`config.mk`:
```
export PLATFORM = sky130hd
export DESIGN_NAME = adcrac_top
export DESIGN_NICKNAME = d
export VERILOG_FILES = /design/src/rtl/adcrac_sar.v /design/src/rtl/adcrac_top.v
export VERILOG_INCLUDE_DIRS = /design/src /design/src/rtl
export SDC_FILE = /design/constraint.sdc
export NUM_CORES = 1
export LEC_CHECK = 0
export ABC_AREA = 1
export BUFFER_PORTS_ARGS = -buffer_cell sky130_fd_sc_hd__buf_4
export CORE_MARGIN = 1
export CORE_UTILIZATION = 30
export CTS_BUF_LIST = sky130_fd_sc_hd__clkbuf_4 sky130_fd_sc_hd__clkbuf_8
export DETAILED_ROUTE_END_ITERATION = 12
export GPL_TIMING_DRIVEN = 0
export HOLD_SLACK_MARGIN = 0.1
export PLACE_DENSITY_LB_ADDON = 0.25
export SLEW_MARGIN = 0
export SYNTH_ARGS = -nofsm -noshare
export SYNTH_HDL_FRONTEND = slang
export SYNTH_SLANG_ARGS = --single-unit
```
`constraint.sdc`:
```
create_clock -name pclk -period 1.88 [get_ports pclk]
set_clock_uncertainty 0.15 [all_clocks]
set_input_delay 0.282 -clock pclk [delete_from_list [all_inputs] [get_ports pclk]]
set_output_delay 0.282 -clock pclk [all_outputs]
set_load 0.1 [all_outputs]
```
`src/rtl/adcrac_consts.vh`:
```
/*
  Constants of the converter control block: register offsets, field
  positions, reset values and conversion timing counts.
  Assumes inclusion by bare name from the design files of the block.
*/
// Contract
// - Mode register write adds one bus wait.
// - Channel register write adds one bus wait.
// - Mode or channel write may spoil result.
// - Result register read adds one bus wait.
// - Converter halts in standby; cleared bits save power.
`ifndef ADCRAC_CONSTS_VH
`define ADCRAC_CONSTS_VH

// ------------------------------------------------------------------
// Register byte offsets
// ------------------------------------------------------------------
`define ADCRAC_OFS_MODE      12'h000
`define ADCRAC_OFS_CHAN      12'h004
`define ADCRAC_OFS_RESULT    12'h008
`define ADCRAC_OFS_STATUS    12'h00C

// ------------------------------------------------------------------
// Register selects produced by the address decoder
// ------------------------------------------------------------------
`define ADCRAC_SEL_NONE      3'h0
`define ADCRAC_SEL_MODE      3'h1
`define ADCRAC_SEL_CHAN      3'h2
`define ADCRAC_SEL_RESULT    3'h3
`define ADCRAC_SEL_STATUS    3'h4

// ------------------------------------------------------------------
// Mode register fields
// ------------------------------------------------------------------
`define ADCRAC_MODE_RUN      7
`define ADCRAC_MODE_TS_HI    5
`define ADCRAC_MODE_TS_LO    3
`define ADCRAC_MODE_PWR      0
`define ADCRAC_MODE_RST      8'h00
`define ADCRAC_MODE_MASK     8'hB9

// ------------------------------------------------------------------
// Channel register fields
// ------------------------------------------------------------------
`define ADCRAC_CHAN_HI       1
`define ADCRAC_CHAN_RST      2'h0

// ------------------------------------------------------------------
// Status register fields
// ------------------------------------------------------------------
`define ADCRAC_STAT_BUSY     0
`define ADCRAC_STAT_DONE     1
`define ADCRAC_STAT_OVR      2

// ------------------------------------------------------------------
// Result and conversion timing
// ------------------------------------------------------------------
`define ADCRAC_RES_RST       10'h000
`define ADCRAC_RES_MSB       10'h200
`define ADCRAC_TPB0          7'h04
`define ADCRAC_TPB1          7'h06
`define ADCRAC_TPB2          7'h08
`define ADCRAC_TPB3          7'h0C
`define ADCRAC_TPB4          7'h10
`define ADCRAC_TPB5          7'h18
`define ADCRAC_TPB6          7'h20
`define ADCRAC_TPB7          7'h30

`endif

```
`src/rtl/adcrac_sar.v`:
```
/*
  Successive approximation sequencer: one sample phase of two bit
  periods, then ten bit trials from the top bit down.
  Assumes a comparator input already synchronised to pclk, high when
  the held input is at or above the trial code.
*/
`timescale 1ns/1ps
`include "adcrac_consts.vh"

module adcrac_sar (
  // Clock and reset
  input  wire       pclk,
  input  wire       presetn,
  // Control
  input  wire       start,
  input  wire       abort,
  input  wire [2:0] time_sel,
  input  wire       cmp_in,
  // Conversion outputs
  output reg        busy_q,
  output reg        sample_q,
  output reg  [9:0] dac_q,
  output reg        done_q,
  output reg  [9:0] result_q
);

  // ----------------------------------------------------------------
  // Bit period per time select
  // ----------------------------------------------------------------
  function [6:0] tpb;
    input [2:0] sel;
    begin
      case (sel)
        3'h0:    tpb = `ADCRAC_TPB0;
        3'h1:    tpb = `ADCRAC_TPB1;
        3'h2:    tpb = `ADCRAC_TPB2;
        3'h3:    tpb = `ADCRAC_TPB3;
        3'h4:    tpb = `ADCRAC_TPB4;
        3'h5:    tpb = `ADCRAC_TPB5;
        3'h6:    tpb = `ADCRAC_TPB6;
        default: tpb = `ADCRAC_TPB7;
      endcase
    end
  endfunction

  localparam ST_IDLE   = 2'h0;
  localparam ST_SAMPLE = 2'h1;
  localparam ST_CONV   = 2'h2;

  reg [1:0] state_q;
  reg [6:0] cnt_q;
  reg [6:0] period_q;
  reg [9:0] mask_q;
  wire [9:0] keep = cmp_in ? dac_q : (dac_q & ~mask_q);
  // Sample phase lasts two bit periods; the longest fits seven bits
  wire [7:0] first_cnt = {tpb(time_sel), 1'b0} - 8'h01;

  // ----------------------------------------------------------------
  // Sequencer
  // ----------------------------------------------------------------
  always @(posedge pclk or negedge presetn) begin
    if (!presetn) begin
      state_q  <= ST_IDLE;
      cnt_q    <= 7'h00;
      period_q <= `ADCRAC_TPB0;
      mask_q   <= 10'h000;
      busy_q   <= 1'b0;
      sample_q <= 1'b0;
      dac_q    <= `ADCRAC_RES_RST;
      done_q   <= 1'b0;
      result_q <= `ADCRAC_RES_RST;
    end else begin
      done_q <= 1'b0;
      if (abort) begin
        state_q  <= ST_IDLE;
        busy_q   <= 1'b0;
        sample_q <= 1'b0;
      end else begin
        case (state_q)
          ST_IDLE: begin
            if (start) begin
              state_q  <= ST_SAMPLE;
              period_q <= tpb(time_sel);
              cnt_q    <= first_cnt[6:0];
              busy_q   <= 1'b1;
              sample_q <= 1'b1;
            end
          end
          ST_SAMPLE: begin
            if (cnt_q == 7'h00) begin
              state_q  <= ST_CONV;
              sample_q <= 1'b0;
              dac_q    <= `ADCRAC_RES_MSB;
              mask_q   <= `ADCRAC_RES_MSB;
              cnt_q    <= period_q - 7'h01;
            end else begin
              cnt_q <= cnt_q - 7'h01;
            end
          end
          ST_CONV: begin
            if (cnt_q != 7'h00) begin
              cnt_q <= cnt_q - 7'h01;
            end else if (mask_q[0]) begin
              result_q <= keep;
              dac_q    <= keep;
              done_q   <= 1'b1;
              busy_q   <= 1'b0;
              state_q  <= ST_IDLE;
            end else begin
              dac_q  <= keep | (mask_q >> 1);
              mask_q <= mask_q >> 1;
              cnt_q  <= period_q - 7'h01;
            end
          end
          default: begin
            state_q <= ST_IDLE;
            busy_q  <= 1'b0;
          end
        endcase
      end
    end
  end

endmodule

```
`src/rtl/adcrac_top.v`:
```
/*
  Converter control block: APB register slave with mode, channel,
  result and status registers, wait insertion on the accesses that
  need it, standby gating and the conversion sequencer.
  Assumes an APB master on pclk, an analog comparator whose output
  is asynchronous to pclk, and a standby request on pclk.
*/
`timescale 1ns/1ps
`include "adcrac_consts.vh"

module adcrac_top (
  // Clock and reset
  input  wire        pclk,
  input  wire        presetn,
  // APB slave
  input  wire        psel,
  input  wire        penable,
  input  wire        pwrite,
  input  wire [11:0] paddr,
  input  wire [31:0] pwdata,
  output reg  [31:0] prdata,
  output wire        pready,
  output wire        pslverr,
  // Power control
  input  wire        standby_req,
  // Analog front end
  input  wire        cmp_in,
  output wire        comparator_enable,
  output wire        sample_hold,
  output wire [9:0]  dac_code,
  output reg  [1:0]  analog_channel,
  output wire        conv_active
);

  // ----------------------------------------------------------------
  // Address decode
  // ----------------------------------------------------------------
  function [2:0] reg_sel;
    input [11:0] addr;
    begin
      case (addr)
        `ADCRAC_OFS_MODE:   reg_sel = `ADCRAC_SEL_MODE;
        `ADCRAC_OFS_CHAN:   reg_sel = `ADCRAC_SEL_CHAN;
        `ADCRAC_OFS_RESULT: reg_sel = `ADCRAC_SEL_RESULT;
        `ADCRAC_OFS_STATUS: reg_sel = `ADCRAC_SEL_STATUS;
        default:            reg_sel = `ADCRAC_SEL_NONE;
      endcase
    end
  endfunction

  // Accesses that take one extra access-phase cycle
  function needs_wait;
    input [2:0] sel;
    input       wr;
    begin
      case (sel)
        `ADCRAC_SEL_MODE:   needs_wait = wr;
        `ADCRAC_SEL_CHAN:   needs_wait = wr;
        `ADCRAC_SEL_RESULT: needs_wait = ~wr;
        default:            needs_wait = 1'b0;
      endcase
    end
  endfunction

  // ----------------------------------------------------------------
  // Declarations
  // ----------------------------------------------------------------
  reg  [7:0] mode_q;
  reg  [1:0] chan_q;
  reg        wait_q;
  reg        done_flag_q;
  reg        ovr_flag_q;
  reg  [9:0] res_q;
  reg        cmp_meta_q;
  reg        cmp_sync_q;

  wire [2:0] sel      = reg_sel(paddr);
  wire       access   = psel & penable;
  wire       wait_req = needs_wait(sel, pwrite);
  wire       xfer     = access & pready;
  wire       wr_mode  = xfer & pwrite & (sel == `ADCRAC_SEL_MODE);
  wire       wr_chan  = xfer & pwrite & (sel == `ADCRAC_SEL_CHAN);
  wire       rd_res   = xfer & ~pwrite & (sel == `ADCRAC_SEL_RESULT);
  wire       ctrl_wr  = wr_mode | wr_chan;

  wire       run_bit  = mode_q[`ADCRAC_MODE_RUN];
  wire       pwr_bit  = mode_q[`ADCRAC_MODE_PWR];
  wire [2:0] ts_field = mode_q[`ADCRAC_MODE_TS_HI:`ADCRAC_MODE_TS_LO];
  wire       enabled  = run_bit & pwr_bit & ~standby_req;

  wire       sar_busy;
  wire       sar_done;
  wire [9:0] sar_result;
  wire       sar_start = enabled & ~sar_busy & ~ctrl_wr;
  wire       sar_abort = ~enabled | ctrl_wr;

  // ----------------------------------------------------------------
  // Bus wait insertion
  // ----------------------------------------------------------------
  // First access cycle of a waited transfer holds pready low
  assign pready  = ~wait_req | wait_q;
  assign pslverr = access & (sel == `ADCRAC_SEL_NONE);

  always @(posedge pclk or negedge presetn) begin
    if (!presetn) begin
      wait_q <= 1'b0;
    end else if (xfer) begin
      wait_q <= 1'b0;
    end else if (access & wait_req) begin
      wait_q <= 1'b1;
    end
  end

  // ----------------------------------------------------------------
  // Control registers
  // ----------------------------------------------------------------
  always @(posedge pclk or negedge presetn) begin
    if (!presetn) begin
      mode_q <= `ADCRAC_MODE_RST;
    end else if (wr_mode) begin
      // Time select is taken as written; software keeps it steady
      // while converting
      mode_q <= pwdata[7:0] & `ADCRAC_MODE_MASK;
    end
  end

  always @(posedge pclk or negedge presetn) begin
    if (!presetn) begin
      chan_q <= `ADCRAC_CHAN_RST;
    end else if (wr_chan) begin
      // Only the selection bits are stored
      chan_q <= pwdata[`ADCRAC_CHAN_HI:0];
    end
  end

  // Channel is frozen for the whole conversion
  always @(posedge pclk or negedge presetn) begin
    if (!presetn) begin
      analog_channel <= `ADCRAC_CHAN_RST;
    end else if (sar_start) begin
      analog_channel <= chan_q;
    end
  end

  // ----------------------------------------------------------------
  // Result and status
  // ----------------------------------------------------------------
  // A control write restarts the sequencer; the held result is then
  // dropped, so software reads it before such a write
  always @(posedge pclk or negedge presetn) begin
    if (!presetn) begin
      res_q <= `ADCRAC_RES_RST;
    end else if (sar_done) begin
      res_q <= sar_result;
    end else if (ctrl_wr) begin
      res_q <= `ADCRAC_RES_RST;
    end
  end

  // Completion wins over the clear of the done flag by a result read; for the overrun flag the read wins
  always @(posedge pclk or negedge presetn) begin
    if (!presetn) begin
      done_flag_q <= 1'b0;
      ovr_flag_q  <= 1'b0;
    end else begin
      if (sar_done) begin
        done_flag_q <= 1'b1;
      end else if (rd_res | ctrl_wr) begin
        done_flag_q <= 1'b0;
      end
      if (sar_done & done_flag_q & ~rd_res) begin
        ovr_flag_q <= 1'b1;
      end else if (rd_res) begin
        ovr_flag_q <= 1'b0;
      end
    end
  end

  // ----------------------------------------------------------------
  // Read data, loaded in the setup cycle
  // ----------------------------------------------------------------
  always @(posedge pclk or negedge presetn) begin
    if (!presetn) begin
      prdata <= 32'h00000000;
    end else if (psel & ~penable & ~pwrite) begin
      case (sel)
        `ADCRAC_SEL_MODE:   prdata <= {24'h000000, mode_q};
        `ADCRAC_SEL_CHAN:   prdata <= {30'h00000000, chan_q};
        `ADCRAC_SEL_RESULT: prdata <= {22'h000000, res_q};
        `ADCRAC_SEL_STATUS: prdata <= {29'h00000000, ovr_flag_q,
                                       done_flag_q, sar_busy};
        default:            prdata <= 32'h00000000;
      endcase
    end
  end

  // ----------------------------------------------------------------
  // Comparator synchroniser
  // ----------------------------------------------------------------
  always @(posedge pclk or negedge presetn) begin
    if (!presetn) begin
      cmp_meta_q <= 1'b0;
      cmp_sync_q <= 1'b0;
    end else begin
      cmp_meta_q <= cmp_in;
      cmp_sync_q <= cmp_meta_q;
    end
  end

  // ----------------------------------------------------------------
  // Power gating and sequencer
  // ----------------------------------------------------------------
  // Standby stops conversion and drops the comparator supply
  assign comparator_enable = pwr_bit & ~standby_req;
  assign conv_active       = sar_busy;

  adcrac_sar u_sar (
    .pclk     (pclk),
    .presetn  (presetn),
    .start    (sar_start),
    .abort    (sar_abort),
    .time_sel (ts_field),
    .cmp_in   (cmp_sync_q),
    .busy_q   (sar_busy),
    .sample_q (sample_hold),
    .dac_q    (dac_code),
    .done_q   (sar_done),
    .result_q (sar_result)
  );

endmodule

```
[Word-level counts from Yosys, hierarchy flattened]
Cells that the tools add are included.
Word-level totals
  bits of input ports: 51
  output and inout bits: 49
  register bits after elaboration: 105
  word-level logic and storage cells: 148
Cells by class
  mux-type cells: 43
  eq/ne operators: 25
  reduce and logical (&&, ||, !) cells: 22
  $add $sub $neg: 3
  bitwise gates (word level): 35
Operators by type and width (count)
  $mux W10: 8
  $pmux W6 S7: 1
  $pmux W10 S2: 2
  $pmux W10 S4: 1
  $mux W7: 4
  $eq A12 B4 Y1 const B: 2
  $pmux W7 S3: 1
  $sub A7 B1 Y7 const B: 3
  $reduce_and A4 Y1: 5
  $and A1 B1 Y1: 18
  $mux W1: 16
  $eq A12 B3 Y1 const B: 1
  $eq A3 B2 Y1 const B: 4
  $eq A3 B3 Y1 const B: 4
  $logic_not A12 Y1: 1
  $pmux W3 S4: 1
  $and A10 B10 Y10: 1
  $mux W2: 5
  $not A1 Y1: 10
  $not A10 Y10: 1
  $or A10 B9 Y10: 1
  $reduce_bool A2 Y1: 5
  $ne A3 B3 Y1 const B: 3
  $ne A2 B2 Y1 const B: 4
  other kinds (17): 26

[Depth between registers and ports, before layout]
Gate-level depths: netlist (run 1).
  depth after elaboration: 16
  mapped depth: 13
  gate-level depth less buffers: 13

[Modules after synthesis]
From an unflattened synthesis (run 1), not the netlist that was laid out.
Unflattened totals
  cells, all modules: 575
  area total of the unflattened synthesis: 4650.7 um^2
Modules (own cells, without submodules)
  adcrac_sar: cells an instance 346, times used 1, seq. area each 1177.4 um^2, area each 2723.9 um^2
  adcrac_top: cells an instance 229, times used 1, seq. area each 850.8 um^2, area each 1926.8 um^2

[Worst setup path after synthesis (run 1)]
OpenSTA, ideal clock, no wires.
  kind: input port to output port
  start point: input port paddr[7]
  end point: output port pslverr
  buffers on the path: 0
  data arrival time: 1.856 ns
  setup slack: -0.408 ns
  cell stages on the path: 6
  data required time: 1.448 ns
  cell sequence: nor2_1 > nand2_1 > inv_1 > nand2_1 > nor2_1 > nor2_1
Between the ends
  cells in the longest elaborated chain, start to end: 4
  elaborated cells between the ends (all ways): 7
  those cells by class: 3 x eq/ne; 1 x mux; 1 x bitwise; 2 x reduce/logical
RTL lines
  from (decl): line adcrac_top.v:19  | input wire [11:0] paddr,
  $eq A12 B4 Y1, or another cell as far along: line adcrac_top.v:41  | case (addr)
  $pmux W3 S4 (*): line adcrac_top.v:41
  $logic_not A3 Y1 (no source line) (*)
  $and A1 B1 Y1 (*): line adcrac_top.v:102  | assign pslverr = access & (sel == `ADCRAC_SEL_NONE);
  to (decl): line adcrac_top.v:23  | output wire pslverr,
Every way passes the cells marked *; elsewhere a longest branch is shown, timed or not.

[Final worst setup path (run 1)]
  start point: register u_sar.cnt_q[0]
  end point: register u_sar.state_q[1]
Between the ends
  cells in the longest elaborated chain, start to end: 3
  elaborated cells between the ends (all ways): 5
  those cells by class: 2 x eq/ne; 3 x reduce/logical
RTL lines
  from (decl): line adcrac_sar.v:51  | reg [6:0] cnt_q;
  from (signal assigned): line adcrac_sar.v:84  | cnt_q <= first_cnt[6:0];
  from (signal assigned): line adcrac_sar.v:95  | cnt_q <= period_q - 7'h01;
  from (signal assigned): line adcrac_sar.v:97  | cnt_q <= cnt_q - 7'h01;
  $reduce_bool A7 Y1 / $logic_not A7 Y1 (equally long branches): line adcrac_sar.v:101, adcrac_sar.v:90
  $ne A3 B3 Y1 (no source line) / $ne A3 B2 Y1 (equally long branches)
  $reduce_and A4 Y1 (no source line) (*)
  to (signal assigned): line adcrac_sar.v:91  | state_q <= ST_CONV;
  to (signal assigned): line adcrac_sar.v:108  | state_q <= ST_IDLE;
  to (signal assigned): line adcrac_sar.v:116  | state_q <= ST_IDLE;
  to (decl): line adcrac_sar.v:50  | reg [1:0] state_q;
Marks and branches as above.
A chain may end at the register's enable or synchronous reset.

==> impl_metrics.toml, run 1 <==
[routing]
wl_per_cell_microns = 13.0
via_per_inst = 4.53
drc = 0
drt-pass1-iter-count = 7
drtIter0Drc = 192
drtAntennaViolNets = 0
wirelength_microns = 11000
vias = 3842

[place]
numPortBuffers = 51
dp.cells = 802
dp.final_hpwl_microns = 7720
gp_congestion = 0.844

[global_route]
grt_overflow = 0
grt_use_total_pct = 15.2
grt_pass1_vias = 3699
grt_pass1_wl_microns = 17800
grt_start_max_net_pins = 82
antenna_found_initial = 0

[sta]
setup_viol = 0
grt_setup_unrepaired = "true"
worst_pin_slew_ns = 1.06
slew_violations = 0
fmax_ghz = 0.537
fin_crit_sh_pct = 99.1
fin_tns_setup_ns = 0
timing.slew.headroom_pct = 29.7
hold_violations = 0
finalHoldWorstSlack_ns = 0.115
period_minus_slack_ns = 1.86

[final_layout]
layout.cells.non_filler = 849
finalNetCount = 718
post-route-util_pct = 40.0
n_antenna_cell = 0
fill_cells = 1482
final_layout_size_suffix_gt1_share_pct = 28.6
area_delta_synth_final_pct = 31.1

[power]
p_leak_uw = 0.00305
ir_drop_v = 0.000306
p_per_area_nw_per_um2 = 648
power_uw = 3760

[yosys]
ys_seq_area_share_pct = 45.9
synth-compound-area-share_pct = 10.6
avgSynthCellArea_sq_um = 8.10
synth_fa_ha_area_share_pct = 1.98
synthSimpleGateAreaFrac_pct = 29.1
synth_top_family_by_area = "simple AND/OR/NAND/NOR gates"
synth_cells = 546
synth.distinct_cells = 42
ys_ff_latch = 81
yosys_warnings = 0
synth-xor-area-share_pct = 0.990
syn_area_sq_um = 4420
synthMuxAreaShare_pct = 0

[hold_path]
min_to = "prdata[6]$_DFFE_PN0P_"
whs_path_depth = 4
hp-start = "penable"
hp-class = "in -> reg"

[die]
core-area_sq_um = 14500
initial_core_util_pct = 30.5
die_area_sq_um = 15200
fp.dieH_microns = 123
fp.dieW_microns = 123
rows = 44
num_io_pins = 100

[clock_tree]
cts_root_buf = "clkbuf_8"
htree_levels = 3
cts_tree = "yes"
path_clk_slew_ns = 0.09
clk_latency_ns = 0.37
cts_made_buffers = 9
cts.sinks = 81
clock_path_buffers = 2

[worst_setup_path]
required_ns = 2.04
slowest_stage = "dfrtp_1"
r2r.worst_path.cells = 10
crit_path_end_kind = "flop"
reg2reg_to = "u_sar.state_q[1]$_DFFE_PN0P_"
r2r_start = "u_sar.cnt_q[0]$_DFFE_PN0P_"
rrSetupSlack_ns = 0.02
crit_path_max_incr_delay_ns = 0.40
cp_max_fo = 5
crit_arrival_ns = 2.02
start_kind = "flop"
worstPathCellList = "inv_2 > ha_4 > nand4_4 > nor2_4 > inv_4 > buf_4 > nand4_1 > buf_4 > nand4_1 > nand2_1"
worstSetupPathType = "reg -> reg"

[status]
outcome = "finished clean"

[run]
drv_cap = 0
## kinds of logic after synthesis
kind of cell | count (synthesis)
simple gates | 270
buf+inv | 105
flops | 81
compound gates | 77
fa+ha+maj | 7
xor+xnor | 5
other cells | 1
## power by group
group	switching (uW)	total (uW)	leakage (uW)	internal [uW]
combinational	333	432	0.00196	99.1
sequential	7.71	1760	0.000970	1750
clock	656	1570	0.000124	913
## routing by layer
layer	routed length (microns)	track usage (%)
met1	5130	20.1
met2	5260	24.2
met3	529	3.87
met4	99	4.82
met5	0	0
## worst max path at each step
| stage | slack (ns) | end | start | depth (start not counted) |
|---|---|---|---|---|
| after floorplan | 0.03 | u_sar.dac_q[1]$_DFFE_PN0P_ | u_sar.cnt_q[0]$_DFFE_PN0P_ | 9 |
| after global placement | -0.26 | u_sar.dac_q[1]$_DFFE_PN0P_ | u_sar.cnt_q[0]$_DFFE_PN0P_ | 9 |
| after CTS | 0.006 | u_sar.dac_q[1]$_DFFE_PN0P_ | u_sar.state_q[0]$_DFFE_PN0P_ | 8 |
| final | 0.02 | u_sar.state_q[1]$_DFFE_PN0P_ | u_sar.cnt_q[0]$_DFFE_PN0P_ | 10 |
| after detailed placement | -0.31 | u_sar.dac_q[1]$_DFFE_PN0P_ | u_sar.cnt_q[0]$_DFFE_PN0P_ | 9 |
| after global routing | -0.06 | u_sar.state_q[0]$_DFFE_PN0P_ | u_sar.cnt_q[1]$_DFFE_PN0P_ | 10 |
## area by class of cell
type / count / area, sq um / area share, %
well taps: 184 / 230 / 3.97
plain buffers: 28 / 215 / 3.71
repair buffers: 82 / 676 / 11.7
clock buffers: 11 / 139 / 2.40
flip-flops and latches: 81 / 2030 / 35.0
clock inverters: 5 / 104 / 1.79
multi-input cells: 381 / 2100 / 36.3
inverters: 77 / 302 / 5.20
## registers in the layout (all words and copies together) (netlist names), 2 cells and up
signal          cells
u_sar.mask_q       10
mode_q              5
u_sar.cnt_q         7
u_sar.dac_q        10
prdata             10
u_sar.state_q       2
u_sar.period_q      5
chan_q              2
analog_channel      2
res_q              10
u_sar.result_q     10
## per-stage QoR
step	setup slack (ns)	area (sq um)
6_report	0.0166	5800
5_1_grt	-0.0615	5800
4_1_cts	0.00628	5660
3_5_place_dp	-0.305	5130
3_3_place_gp	-0.256	5130
2_1_floorplan	0.0329	4520
## synthesized netlist by cell type (all sizes together)
| cell type | instances | area (sq um) |
|---|---|---|
| nand2 | 171 | 731 |
| dfrtp | 80 | 2000 |
| inv | 77 | 294 |
| o21ai | 51 | 300 |
| nor2 | 48 | 236 |
| nand3 | 33 | 170 |
| buf | 25 | 201 |
| nand4 | 12 | 96.3 |
| o22ai | 11 | 68.8 |
| a21oi | 9 | 45.0 |
| ha | 7 | 87.6 |
| nor3 | 5 | 46.3 |
| xor2 | 4 | 35.0 |
| clkbuf | 3 | 11.3 |
| a21boi | 1 | 7.51 |
| a22o | 1 | 8.76 |
| a22oi | 1 | 7.51 |
| a31o | 1 | 8.76 |
| conb | 1 | 3.75 |
| dfstp | 1 | 26.3 |
| o211ai | 1 | 12.5 |
| o31ai | 1 | 7.51 |
| or2 | 1 | 6.26 |
| xnor2 | 1 | 8.76 |
## worst max-delay path: cells and delay by family, from the launching register on
family	cells	cell delay [ns]
buffers and inverters	4	0.45
adders and majority gates	1	0.14
and+or+nand+nor	5	0.66
DFF	1	0.40
## placed cells by master (no fill, tap or decap), drive strengths merged, types with 2 or more instances in the layout
| cell | synthesis | layout |
|---|---|---|
| nand4 | 12 | 12 |
| clkinv | 0 | 2 |
| inv | 77 | 77 |
| bufinv | 0 | 3 |
| dlygate4sd3 | 0 | 10 |
| a21oi | 9 | 9 |
| buf | 25 | 97 |
| dfrtp | 80 | 80 |
| ha | 7 | 7 |
| nand3 | 33 | 33 |
| xor2 | 4 | 4 |
| conb | 1 | 22 |
| nand2 | 171 | 171 |
| nor2 | 48 | 48 |
| nor3 | 5 | 5 |
| clkbuf | 3 | 14 |
| o21ai | 51 | 51 |
| o22ai | 11 | 11 |
## timing repair
item,4_1_cts,5_1_grt
gates resized for setup,17,29
pin swaps,8,8
endpoints found under the setup margin,46,39
endpoints found under the hold margin,93,0
setup buffers,13,6
cloned,1,1
hold buffers,10,0
No activity file was read; power rests on OpenSTA's default activity.
==> run 2: changes to the inputs <==
Settings changed: ABC_AREA 1 to unset.
Clock period 1.88 ns to 2.05 ns, I/O delays scaled along.
==> run 2 against run 1 <==
Compared with the run above:
- clock power decreased by 13%
- cell area decreased by 2.7%
- die area decreased by 7.4%
- the flow now finishes with violations (negative setup slack)
- largest cell class unchanged
- first-iteration DRC count decreased by 3.1%
- synthesized cell count decreased by 25%
- synthesized area decreased by 7.5%
- global-route usage decreased by 0.32 points
- critical endpoint is now u_sar.dac_q[0]$_DFFE_PN0P_
- maximum frequency decreased by 15%
- worst hold slack improved by 0.017 ns
- wire length decreased by 7.0%
- sequential power decreased by 9%
- sequential share of layout area increased by 0.98 points
==> impl_metrics.toml, run 2 <==
[sta]
timing.slew.headroom_pct = 32.0
fmax_ghz = 0.458
grt_setup_unrepaired = "true"
hold_violations = 0
slew_violations = 0
worst_slack_ns = -0.135
fin_crit_sh_pct = 107
worst_pin_slew_ns = 1.02
setup_viol = 33
period_minus_slack_ns = 2.18

[final_layout]
final_cell_mix = "buf_4 (100), dfrtp_1 (78), nand2_1 (58)"
final_layout_size_suffix_gt1_share_pct = 37.1
mostFrequentLayoutCell = "buf_4"
n_antenna_cell = 0
post-route-util_pct = 42.4
finalNetCount = 587
area_delta_synth_final_pct = 38.0

[clock_tree]
clk_latency_ns = 0.35
cts.sinks = 81
clock_path_buffers = 2
cts_made_buffers = 9
path_clk_slew_ns = 0.09
cts_root_buf = "clkbuf_8"
cts_tree = "yes"
htree_levels = 3

[routing]
via_per_inst = 4.73
wl_per_cell_microns = 14.4
drc = 0
drt-pass1-iter-count = 4
vias = 3355
drtIter0Drc = 186
maxUsedRoutingLayer = "met4"
drtAntennaViolNets = 0
route.met2.wl_microns = 4970
routed-wl-met3_microns = 458
wl_met1_microns = 4700
wirelength_microns = 10300

[global_route]
antenna_found_initial = 0
grt_pass1_vias = 3247
grt_start_max_net_pins = 82
grt_pass1_wl_microns = 16700
grt_use_total_pct = 14.9
grt_overflow = 0

[place]
numPortBuffers = 50
dp.final_hpwl_microns = 6820
gp_congestion = 0.855

[power]
p_per_area_nw_per_um2 = 585
ir_drop_v = 0.000352
power_uw = 3300
p_leak_uw = 0.00262

[yosys]
synthTopCellsByArea = "dfrtp_1 (49%), nand2_1 (5.8%), mux2_2 (4.7%), buf_4 (4.2%), o21ai_0 (4.0%)"
synthArstFlopShare_pct = 100
synth_common_cells = "dfrtp_1 (80), nand2_1 (63), o21ai_0 (33), buf_4 (23), nand3_1 (21)"
synth_flop_cell = "dfrtp_1"
ys_seq_area_share_pct = 49.6
synth_cells = 407
yosys_warnings = 0
synth_edf_count = 0
syn_area_sq_um = 4090
synth.distinct_cells = 55
yosysMostFrequentCell = "dfrtp_1"
yosys.area.top_type = "dfrtp_1"
synth_top_area_share_pct = 48.9
avgSynthCellArea_sq_um = 10.0
ys_ff_latch = 81

[die]
die_area_sq_um = 14100
num_io_pins = 100
rows = 42
initial_core_util_pct = 30.8
fp.dieH_microns = 119
fp.dieW_microns = 119
core-area_sq_um = 13300

[worst_setup_path]
r2r.worst_path.cells = 8
worstSetupPathType = "reg -> reg"
required_ns = 2.14
crit_path_end_kind = "flop"
crit_arrival_ns = 2.27
cp_max_fo = 7
start_kind = "flop"

[hold_path]
whs_path_depth = 2
hp-class = "in -> reg"

[status]
outcome = "finished, violations left"
violations = "negative setup slack"

[run]
drv_cap = 0
==> run 2: changes by cell type in the layout (fill, tap and decap cells not counted), moves of 10 or more <==
cell     previous run  this run
nand2_2            14         3
inv_1              68        14
a22o_1              1        17
nand2_1           147        58
nor2_1             32        15
mux2_2              0        13
nand3_1            31        15
o22ai_1            11         1
==> run 2: final timing paths <==
path / slack [ns] / endpoint / start
min reg2reg: 0.21 / cmp_sync_q$_DFF_PN0_ / cmp_meta_q$_DFF_PN0_
min: 0.13 / ovr_flag_q$_DFFE_PN0P_ / paddr[3]
max in group asynchronous: 0.52 / u_sar.cnt_q[3]$_DFFE_PN0P_ / presetn
min in group asynchronous: 0.50 / u_sar.state_q[1]$_DFFE_PN0P_ / presetn
max: -0.13 / u_sar.dac_q[0]$_DFFE_PN0P_ / u_sar.cnt_q[0]$_DFFE_PN0P_
max reg2reg: -0.13 / u_sar.dac_q[0]$_DFFE_PN0P_ / u_sar.cnt_q[0]$_DFFE_PN0P_
==> run 2: report_power, final <==
group | leakage (uW) | switching (uW) | total [uW] | internal, uW
Clock | 0.000114 | 653 | 1360 | 712
Sequential | 0.00105 | 0.423 | 1600 | 1600
Combinational | 0.00145 | 257 | 338 | 81.5
Total | 0.00262 | 910 | 3300 | 2390
==> run 2: logic make-up after synthesis <==
family / share of synthesized area [%]
adders and majority gates: 2.14
other: 0.0917
and+or+nand+nor: 17.3
DFF: 49.6
xor gates and xnor gates: 0.857
AOI/OAI and AO/OA: 15.4
buffers and inverters: 7.49
muxes: 7.19
==> run 2: critical path: stages, from the launching register on <==
cell and delay [ns]:
dfrtp_1 0.41, inv_2 0.08, ha_4 0.13, nor4b_4 0.24, a21oi_2 0.14, or4_4 0.45, buf_6 0.16, o31ai_4 0.24
nand2_1 0.08
==> run 2: per-stage QoR <==
stage / setup TNS [ns] / hold slack [ns] / instances / setup WS (ns) / cell area (sq um)
6_report: -1.54 / 0.132 / 710 / -0.135 / 5640
5_1_grt: -4.83 / 0.122 / 710 / -0.187 / 5640
4_1_cts: -1.07 / 0.117 / 700 / -0.0963 / 5450
3_5_place_dp: -12.85 / 0.187 / 654 / -0.449 / 4830
3_3_place_gp: -12.36 / 0.181 / 654 / -0.462 / 4830
2_1_floorplan: -2.80 / -0.138 / 428 / -0.226 / 4240
==> run 2: layout make-up <==
cell class / count / area (sq um)
Inverter: 18 / 67.6
Tap cell: 176 / 220
Clock buffer: 9 / 124
Clock inverter: 7 / 108
Multi-Input combinational cell: 293 / 2100
Sequential cell: 81 / 2030
Timing Repair Buffer: 91 / 739
Fill cell: 1305 / 7650
Buffer: 35 / 253
==> run 2: timing repair <==
action,CTS,global route
setup buffers,23,8
endpoints found under the hold margin,88,0
pin swaps,7,12
gates resized for setup,34,29
endpoints found under the setup margin,41,44
hold buffers,8,0
gates cloned,0,2
==> run 2: layer usage <==
| metal | vias up | GRT usage, % |
|---|---|---|
| met5 | - | 0 |
| met4 | 0 | 4.35 |
| met3 | 9 | 3.76 |
| met2 | 85 | 24.1 |
| met1 | 1620 | 19.5 |
| li1 | 1641 | - |
==> run 3: changes to the inputs <==
Settings changed: ABC_AREA set to 1, BUFFER_PORTS_ARGS -buffer_cell sky130_fd_sc_hd__buf_4 to unset, DONT_BUFFER_PORTS set to 1, MAX_ROUTING_LAYER set to met4.
==> run 3 against run 2 <==
Compared with the run above:
- the flow finishes with violations (negative hold slack)
- worst setup slack better by 0.24 ns
- cell count grew 11%
- worst hold slack lost 0.65 ns
- first-iteration DRC count grew 27%
- critical endpoint is now u_sar.dac_q[8]$_DFFE_PN0P_
==> impl_metrics.toml, run 3 (synthesis results as in run 1) <==
[status]
outcome = "finished, violations left"
violations = "negative hold slack"

[place]
gp_congestion = 0.888
numPortBuffers = 0
dp.final_hpwl_microns = 7600
dp.cells = 751
post_dp_cell_area_sq_um = 4740

[clock_tree]
path_clk_slew_ns = 0.08
cts_root_buf = "clkbuf_8"
cts_made_buffers = 9
htree_levels = 3
clk_latency_ns = 0.36
cts_tree = "yes"
clock_path_buffers = 2
cts.sinks = 81
ctsHoldBuffers = 19

[final_layout]
fill_cells = 1495
mostFrequentLayoutCell = "nand2_1"
layout.cells.non_filler = 789
area_delta_synth_final_pct = 19.2
final_layout_size_suffix_gt1_share_pct = 17.9
design_area_sq_um = 5270
post-route-util_pct = 36.4
finalNetCount = 659
final_cell_mix = "nand2_1 (154), dfrtp_1 (79), inv_1 (71)"
n_antenna_cell = 0

[sta]
fmax_ghz = 0.514
slew_violations = 0
fin_tns_setup_ns = 0
setup_viol = 0
worst_pin_slew_ns = 1.05
grt_setup_unrepaired = "true"
finalHoldWorstSlack_ns = -0.518
hold_violations = 81
fin_crit_sh_pct = 94.8
period_minus_slack_ns = 1.94
timing.slew.headroom_pct = 29.6

[routing]
wl_per_cell_microns = 13.2
routed-wl-met3_microns = 509
wirelength_microns = 10400
maxUsedRoutingLayer = "met4"
drc = 0
drtAntennaViolNets = 0
vias = 3583
drtIter0Drc = 237
via_per_inst = 4.54
wl_met1_microns = 5010
drt-pass1-iter-count = 4
route.met2.wl_microns = 4770

[die]
num_io_pins = 100
rows = 44
fp.dieH_microns = 123
initial_core_util_pct = 30.5
core-area_sq_um = 14500
fp.dieW_microns = 123
die_area_sq_um = 15200

[global_route]
grt_start_max_net_pins = 82
grt_pass1_vias = 3418
grt_use_total_pct = 14.7
grt_pass1_wl_microns = 16600
grt_overflow = 0
antenna_found_initial = 0

[power]
p_leak_uw = 0.00269
ir_drop_v = 0.000403
p_per_area_nw_per_um2 = 616
power_uw = 3250

[worst_setup_path]
required_ns = 2.20
crit_arrival_ns = 2.09
r2r_start = "u_sar.cnt_q[1]$_DFFE_PN0P_"
crit_path_end_kind = "flop"
start_kind = "flop"
worstSetupPathType = "reg -> reg"
crit_path_start = "u_sar.cnt_q[1]$_DFFE_PN0P_"
cp_max_fo = 6

[hold_path]
hp-class = "in -> async"

[run]
drv_cap = 0
==> run 3: layout make-up <==
class	instances	area, sq um	area share [%]
multi-input combinational	381	2050	39.0
inverter	77	299	5.67
clock buffer	12	153	2.90
tap	184	230	4.37
timing repair buffer	23	224	4.25
sequential	81	2030	38.5
clock inverter	3	65.1	1.23
buffer	28	215	4.08
==> run 3: critical path, cell delays in order, from the launching register on <==
cell and delay (ns):
dfrtp_1 0.40, inv_1 0.10, ha_4 0.16, nand4_2 0.14, nor2_4 0.22, o21ai_4 0.11, nor3_4 0.15, buf_4 0.17
buf_6 0.13, nand2_2 0.06, nand3_1 0.08
==> run 3: metal layers <==
layer	track usage, %	vias up
met5	-	-
met4	5.35	0
met3	3.78	11
met2	22.7	85
met1	18.5	1678
li1	-	1809
==> run 3: what timing repair did <==
item / CTS / global route
endpoints found under the setup margin: 33 / 42
hold endpoints to repair: 101 / 81
pin swaps: 2 / 8
buffers inserted: 1 / 2
cloned: 0 / 1
gates resized for setup: 4 / 21
==> run 3: path summary, 6_finish.rpt <==
check                                           endpoint  slack, ns  cells after the start
min                                chan_q[0]$_DFFE_PN0P_      -0.52                      0
min reg2reg                         cmp_sync_q$_DFF_PN0_       0.20                      0
max in group asynchronous  u_sar.period_q[2]$_DFFE_PN1P_       2.09                      0
max                           u_sar.dac_q[8]$_DFFE_PN0P_       0.11                     10
min in group pclk                   res_q[8]$_DFFE_PN0P_       0.14                      3
max reg2reg                   u_sar.dac_q[8]$_DFFE_PN0P_       0.11                     10
==> run 3: where the power goes <==
part,total [uW],switching (uW),internal [uW]
combinational,291,231,60.3
clock,1310,572,739
sequential,1640,39.7,1600
==> run 3: per-stage QoR <==
stage                     setup slack [ns]  hold slack (ns)
final                                0.106           -0.518
after CTS                           0.0179           -0.543
after detailed placement            -0.256           -0.134
after global routing               -0.0610           -0.543
after global placement              -0.234           -0.136
after floorplan                     0.0432           -0.138
